### src/common/aof_defines.vh
/*
 * Constants for the converter output stage: word width, pipeline depth,
 * power-down exit recovery and the settle window after a format change.
 * Assumes a single 100 MHz conversion clock.
 */
`ifndef AOF_DEFINES_VH
`define AOF_DEFINES_VH

// ----------------------------------------------------------------------
// Data path
// ----------------------------------------------------------------------
`define AOF_WORD_W 12
`define AOF_PIPE_DEPTH 6
`define AOF_WORD_RST 12'h000

// ----------------------------------------------------------------------
// Timing
// ----------------------------------------------------------------------
`define AOF_CLK_PERIOD_NS 10
`define AOF_EXIT_TIME_NS 1000
`define AOF_EXIT_CYCLES ((`AOF_EXIT_TIME_NS + `AOF_CLK_PERIOD_NS - 1) / `AOF_CLK_PERIOD_NS)
`define AOF_FMT_SETTLE_CYCLES 12'h006
`define AOF_CNT_W 12

`endif

### src/hw/aof_pipe.v
/*
 * Sample delay line: one word in per clock, the same word out a fixed
 * number of clocks later, each stage a flip-flop.
 * Assumes the caller supplies the flush strobe for power-down.
 */
`timescale 1ns/100ps
`include "aof_defines.vh"

module aof_pipe (
    // Clock and reset
    input wire i_mclk,
    input wire i_arst_n,
    // Control
    input wire i_flush,
    // Data
    input wire [`AOF_WORD_W-1:0] i_word,
    output wire [`AOF_WORD_W-1:0] o_word
);

    genvar g;
    generate
        for (g = 0; g < `AOF_PIPE_DEPTH; g = g + 1) begin : g_stage
            reg [`AOF_WORD_W-1:0] word;
            wire [`AOF_WORD_W-1:0] word_in;
            // First stage takes the sample, the rest the stage before
            if (g == 0) begin : g_head
                assign word_in = i_word;
            end else begin : g_tail
                assign word_in = g_stage[g-1].word;
            end
            always @(posedge i_mclk or negedge i_arst_n) begin
                if (!i_arst_n) begin
                    word <= `AOF_WORD_RST;
                end else if (i_flush) begin
                    word <= `AOF_WORD_RST;
                end else begin
                    word <= word_in;
                end
            end
        end
    endgenerate

    assign o_word = g_stage[`AOF_PIPE_DEPTH-1].word;

endmodule

### src/hw/aof_core.v
/*
 * Output and control side of a 12-bit pipelined converter: takes one
 * raw offset binary sample per clock, delays it seven clocks, codes it
 * as offset binary or two's complement, and handles power-down with
 * an exit recovery period. Valid flag marks usable words.
 * Assumes a continuous conversion clock and static control inputs
 * synchronous to it; the capturing logic latches on the rising edge.
 * Undefined power-down words are shown as zero so that the capturing
 * side never sees a stale sample; it must still honour the valid flag.
 * A format change costs a few invalid words rather than a mixed-code
 * word: the settle window covers the words already in the pipe.
 * The clock must keep running; recovery is counted in clock cycles.
 */
// Function
// - Select high gives two's complement words, low gives offset binary.
// - Words after a select change are unreliable and flagged invalid a while.
// - Power-down input high keeps the block idle regardless of clock; the code reaches ST_DOWN and flushes the pipe only on a clock edge.
// - In power-down outputs are undefined and pipeline contents are discarded.
// - Valid results are driven only while power-down input is low.
// - Each result leaves as a 12-bit parallel word, one bit per line.
// - After power-down ends, words are invalid until the recovery time passes.
// - The clock samples the input and steps the sequencing state machine.
// - Each sample appears on the output seven clocks after it was taken.
// - One new word leaves per clock period.
`timescale 1ns/100ps
`include "aof_defines.vh"

module aof_core (
    // Clock and reset
    input wire i_mclk,
    input wire i_arst_n,
    // Static controls
    input wire i_format_select,
    input wire i_power_down_input,
    // Raw quantiser sample, offset binary
    input wire [`AOF_WORD_W-1:0] i_sample,
    // Parallel output
    output reg [`AOF_WORD_W-1:0] o_data,
    output wire o_data_valid,
    output wire o_powered_down
);

    // ------------------------------------------------------------------
    // Sequencer
    // ------------------------------------------------------------------
    localparam [1:0] ST_DOWN = 2'b00;
    localparam [1:0] ST_RECOVER = 2'b01;
    localparam [1:0] ST_FILL = 2'b10;
    localparam [1:0] ST_RUN = 2'b11;

    reg [1:0] state;
    reg [1:0] next_state;
    reg [`AOF_CNT_W-1:0] count;
    reg [`AOF_CNT_W-1:0] next_count;
    reg [`AOF_CNT_W-1:0] fmt_hold;
    reg fmt_last;
    reg sample_reg;
    wire [`AOF_WORD_W-1:0] sample_in;
    wire [`AOF_WORD_W-1:0] delayed;
    reg [`AOF_WORD_W-1:0] next_data;
    reg [`AOF_CNT_W-1:0] next_fmt_hold;
    wire recover_done;
    wire fill_done;
    wire fmt_changed;
    wire fmt_steady;
    wire in_run;

    // ------------------------------------------------------------------
    // Sequencer end points
    // ------------------------------------------------------------------
    // Wait-state counts run from zero
    assign recover_done = (count == `AOF_EXIT_CYCLES - 1);
    assign fill_done = (count == `AOF_PIPE_DEPTH - 1);

    always @(posedge i_mclk or negedge i_arst_n) begin
        if (!i_arst_n) begin
            state <= ST_DOWN;
            count <= {`AOF_CNT_W{1'b0}};
        end else begin
            state <= next_state;
            count <= next_count;
        end
    end

    always @* begin
        next_state = state;
        next_count = count;
        if (i_power_down_input) begin
            next_state = ST_DOWN;
            next_count = {`AOF_CNT_W{1'b0}};
        end else begin
            case (state)
                ST_DOWN: begin
                    next_state = ST_RECOVER;
                    next_count = {`AOF_CNT_W{1'b0}};
                end
                ST_RECOVER: begin
                    if (recover_done) begin
                        next_state = ST_FILL;
                        next_count = {`AOF_CNT_W{1'b0}};
                    end else begin
                        next_count = count + 1'b1;
                    end
                end
                ST_FILL: begin
                    if (fill_done) begin
                        next_state = ST_RUN;
                        next_count = {`AOF_CNT_W{1'b0}};
                    end else begin
                        next_count = count + 1'b1;
                    end
                end
                ST_RUN: begin
                    next_state = ST_RUN;
                end
                default: begin
                    next_state = ST_DOWN;
                    next_count = {`AOF_CNT_W{1'b0}};
                end
            endcase
        end
    end

    // ------------------------------------------------------------------
    // Sampling and pipeline
    // ------------------------------------------------------------------
    // Qualifies valid one clock behind power-down
    // Sample on rising edge
    always @(posedge i_mclk or negedge i_arst_n) begin
        if (!i_arst_n) begin
            sample_reg <= 1'b0;
        end else begin
            sample_reg <= ~i_power_down_input;
        end
    end

    assign sample_in = i_power_down_input ? `AOF_WORD_RST : i_sample;

    aof_pipe u_pipe (
        .i_mclk(i_mclk),
        .i_arst_n(i_arst_n),
        .i_flush(i_power_down_input),
        .i_word(sample_in),
        .o_word(delayed)
    );

    // ------------------------------------------------------------------
    // Format select settle window
    // ------------------------------------------------------------------
    // Invalid after select change
    assign fmt_changed = (fmt_last != i_format_select);

    always @* begin
        next_fmt_hold = fmt_hold;
        if (fmt_changed) begin
            next_fmt_hold = `AOF_FMT_SETTLE_CYCLES;
        end else if (fmt_hold != {`AOF_CNT_W{1'b0}}) begin
            next_fmt_hold = fmt_hold - 1'b1;
        end
    end

    always @(posedge i_mclk or negedge i_arst_n) begin
        if (!i_arst_n) begin
            fmt_last <= 1'b0;
            fmt_hold <= {`AOF_CNT_W{1'b0}};
        end else begin
            fmt_last <= i_format_select;
            fmt_hold <= next_fmt_hold;
        end
    end

    assign fmt_steady = (fmt_hold == {`AOF_CNT_W{1'b0}});

    // ------------------------------------------------------------------
    // Output coding
    // ------------------------------------------------------------------
    always @* begin
        next_data = delayed;
        case ({i_power_down_input, i_format_select})
            2'b00: begin
                next_data = delayed;
            end
            2'b01: begin
                next_data = {~delayed[`AOF_WORD_W-1], delayed[`AOF_WORD_W-2:0]};
            end
            default: begin
                next_data = `AOF_WORD_RST;
            end
        endcase
    end

    always @(posedge i_mclk or negedge i_arst_n) begin
        if (!i_arst_n) begin
            o_data <= `AOF_WORD_RST;
        end else begin
            o_data <= next_data;
        end
    end

    // ------------------------------------------------------------------
    // Valid qualification
    // ------------------------------------------------------------------
    // Recovered and refilled
    assign in_run = (state == ST_RUN) && sample_reg;

    assign o_data_valid = in_run && !i_power_down_input && fmt_steady;
    // Low-power indication straight from the state register
    assign o_powered_down = (state == ST_DOWN);

endmodule

### config.mk
export PLATFORM = sky130hd
export DESIGN_NAME = aof_core
export DESIGN_NICKNAME = d
export VERILOG_FILES = /design/src/hw/aof_pipe.v /design/src/hw/aof_core.v
export VERILOG_INCLUDE_DIRS = /design/src /design/src/common
export SDC_FILE = /design/constraint.sdc
export NUM_CORES = 1
export LEC_CHECK = 0
export BUFFER_PORTS_ARGS = -buffer_cell sky130_fd_sc_hd__clkbuf_2
export CORE_ASPECT_RATIO = 0.75
export CORE_MARGIN = 2
export CORE_UTILIZATION = 54
export CTS_CLUSTER_DIAMETER = 50
export DETAILED_ROUTE_END_ITERATION = 8
export PLACE_DENSITY = 0.72
export REMOVE_ABC_BUFFERS = 1
export SETUP_SLACK_MARGIN = 0.1
export SLEW_MARGIN = 20
export SYNTH_ARGS = -nofsm -noshare
export SYNTH_HDL_FRONTEND = slang
export SYNTH_HIERARCHICAL = 1
export SYNTH_SLANG_ARGS = --single-unit
### constraint.sdc
create_clock -name i_mclk -period 2.8 [get_ports i_mclk]
set_clock_uncertainty 0.1 [all_clocks]
set_input_delay 0.42 -clock i_mclk [delete_from_list [all_inputs] [get_ports i_mclk]]
set_output_delay 0.42 -clock i_mclk [all_outputs]
set_load 0.01 [all_outputs]
==> impl_results.md <==
- Outcome: completed
- Unrepaired setup endpoints after global routing: false
- Crit path max fanout: 3
- Max reg flops: 60
- Top_reg_cell synth: dfrtp_1
- Synth cell count leaders: dfrtp_1 (112), nor2b_1 (96), nor2_1 (17), nand2_1 (15), xnor2_1 (12)
- Global Route Usage Sum: 0.161
- PortBufs: 29
- Final Max Slew Viols: 0
- Cells after synthesis: 352
- Wirelength per Cell: approximately 13 um
- Synth top area share: 0.641
- Req. time, crit path: between 2 and 2.5 ns
- Max cap viols: 0
- Share of cells above drive strength 1: 0.162
- Avg Cell Area, Syn: 12.4 um2
- Pre-Repair DR Iteration Count: 4
- CP Launch Type: flop
- Core area: 0.00788 mm2
- Worst Path Arrival: 2.15 ns
- Synth area leader: dfrtp_1
- CTS root buffer: clkbuf_8
- TritonCTS clock tree: built
- # IOs: 30
- CTS clk-pin slew, worst paths: 0.10 ns
- Area of the multi-input gates: 0.00146 mm2
- Clock sink total: 112
- Ranking of synthesized cells by area: dfrtp_1 (64%), nor2b_1 (14%), xnor2_1 (2.4%), ha_1 (2.3%), buf_6 (2.1%)
- FF/Latch Area: 0.00280 mm2
- Fin crit share: 0.953
- Largest net degree at the start of global routing: 73
- Post-synth cell types: 40
- Antenna violations before repair: 0
- Final Critical Period: 2.67 ns
- Vias in the first global route: 2367
- Vias: 2511
- H-Tree Depth: 3
- Crit. End Element: output port
- Die Y: roughly 82 um
- Reg with most FFs: u_pipe/g_stage.word
- Critical Path Max Stage Delay: roughly 0.42 ns
- Most frequent cell after synthesis: dfrtp_1
- Final RePlAce weighted congestion: 0.833
- Die Span X: 108 um
- Max Freq: 375 MHz
- Slowest CP cell: dfrtp_1
- Slew HR: 0.419
- Pwr dens: 679 mW/mm2
- Crit path kind: flop to output port
- First-pass GRT wire length: 10.7 mm
- Post-synthesis register bit count: 112
- Detailed Route WL: 6.41 mm
- Mapped cell area: 0.00437 mm2
- Row count: 28
- # DRC: 0
- Fill count: roughly 620
- Insertion delay to the later sink of the worst-skew pair: 0.38 ns
- Remaining antenna violation count: 0
- Post-DP HPWL: 3.73 mm
- Power, Total: 3320 uW
- Total grt overflow: 0
- Fin. Hold Viols: 0
- Die area: 0.00884 mm2
- Worst-path cell chain: inv_1 -> ha_4 -> nor4b_4 -> nand3_2 -> nor3_4 -> and4_1 -> clkbuf_2
- Area growth, synth to finish: 11.7%
- Worst vdd ir: 0.387 mV
- Worst Max-Slew Pin Slew: about 0.87 ns
- Worst Hold Class: input port to flop
- Setup TNS: 0 ns
- Leak Pwr: 0.00233 uW
- Worst reg-to-reg setup slack: 0.63 ns
- Sequential fraction of the synthesis area: 0.641
- Antenna diodes: 0
- # setup viols final: 0
- CTS Buf Count: 9
- Fraction of registers with async set/reset: 1.00
- Worst path buffer plus inverter count: 2
- Top cell family by delay on the critical path: simple AND/OR/NAND/NOR gates
- DR vias/cell: 5.02
- Drt first-iter violations: ~120
- EDFF count, synth: 0
- Initial core utilization: 0.555
- Yosys Warn Count: 6
- Largest buffer count on any clock path: 2
- Fin nets: 414
stage by stage:
step                 util  cell area, um2  hold slack (ns)  setup WS [ns]  instances
finish              0.620            4890            0.101          0.132        500
floorplan               -            4260           0.0244          0.640        339
global placement    0.581            4580            0.324          0.457        476
CTS                 0.613            4830           0.0771          0.108        494
detailed placement  0.581            4580            0.332          0.313        476
global route        0.620            4890           0.0849         0.0386        500
area by class of cell:
cell class / instances / share of cell area
Clock buffer: 10 / 0.0282
Timing Repair Buffer: 40 / 0.0507
Tap cell: 105 / 0.0269
Clock inverter: 6 / 0.0161
Multi-Input combinational cell: 219 / 0.298
Sequential cell: 112 / 0.574
Inverter: 8 / 0.00615
cell usage in the layout (no fill, tap or decap), types with 2 or more instances in the layout:
| master | netlist | final |
|---|---|---|
| a21oi_1 | 8 | 8 |
| a32oi_1 | 2 | 2 |
| and3_1 | 2 | 2 |
| buf_4 | 0 | 11 |
| clkbuf_2 | 0 | 27 |
| clkbuf_8 | 0 | 10 |
| dfrtp_1 | 112 | 112 |
| ha_1 | 8 | 7 |
| inv_1 | 8 | 8 |
| nand2_1 | 15 | 15 |
| nand3_1 | 6 | 6 |
| nand4_1 | 4 | 4 |
| nor2_1 | 17 | 17 |
| nor2b_1 | 96 | 96 |
| nor3_1 | 9 | 9 |
| nor4_1 | 2 | 2 |
| o21ai_0 | 5 | 5 |
| o21ai_1 | 5 | 5 |
| o31ai_1 | 3 | 3 |
| or2_1 | 2 | 2 |
| xnor2_1 | 12 | 12 |
| xor2_1 | 5 | 5 |
power by group:
| part | switching [uW] | internal, uW |
|---|---|---|
| clock network | 551 | 451 |
| registers | 71.8 | 1680 |
| logic | 321 | 241 |
worst paths after layout:
path / cells after the start / from / end
worst max-delay path: 7 / fmt_hold[0] / o_data_valid
worst min register to register: 1 / u_pipe/g_stage[1].word[11] / u_pipe/g_stage[2].word[11]
worst min-delay path: 1 / i_format_select / fmt_last
max in group asynchronous: 3 / i_arst_n / u_pipe/g_stage[0].word[10]
worst max register to register: 9 / fmt_hold[0] / fmt_hold[1]
min in group asynchronous: 2 / i_arst_n / fmt_hold[4]
worst reg2reg max path, delay by kind of cell, from the launching register on:
kind | cells | cell delay [ns]
adders and majority gates | 1 | 0.18
buffers and inverters | 3 | 0.43
DFF | 1 | 0.42
muxes | 1 | 0.06
and+or+nand+nor | 4 | 0.87
metal layers:
layer	wire, um	share of wire	global-route usage
met3	295	0.046	0.0524
met1	2890	0.45	0.200
met4	137	0.021	0.0859
met5	0	0	0
met2	3090	0.48	0.256
kinds of logic (layout without fill, tap and decap cells):
logic type / count (synthesis) / after routing / share of synthesized area
buffers and inverters: 21 / 64 / 0.0320
and+or+nand+nor: 165 / 165 / 0.226
xor gates and xnor gates: 17 / 17 / 0.0340
adders and majority gates: 8 / 8 / 0.0229
DFF: 112 / 112 / 0.641
AOI/OAI and AO/OA: 27 / 27 / 0.0395
muxes: 2 / 2 / 0.00486
repair_timing:
| action | CTS | global route |
|---|---|---|
| setup buffers | 1 | 6 |
| resized for setup | 2 | 2 |
| hold buffers | 1 | 0 |
| pin swaps | 0 | 2 |
| endpoints found under the setup margin | 1 | 1 |
| endpoints found under the hold margin | 40 | 0 |
| gates cloned | 0 | 0 |
Power figures use the tool's default switching activity.
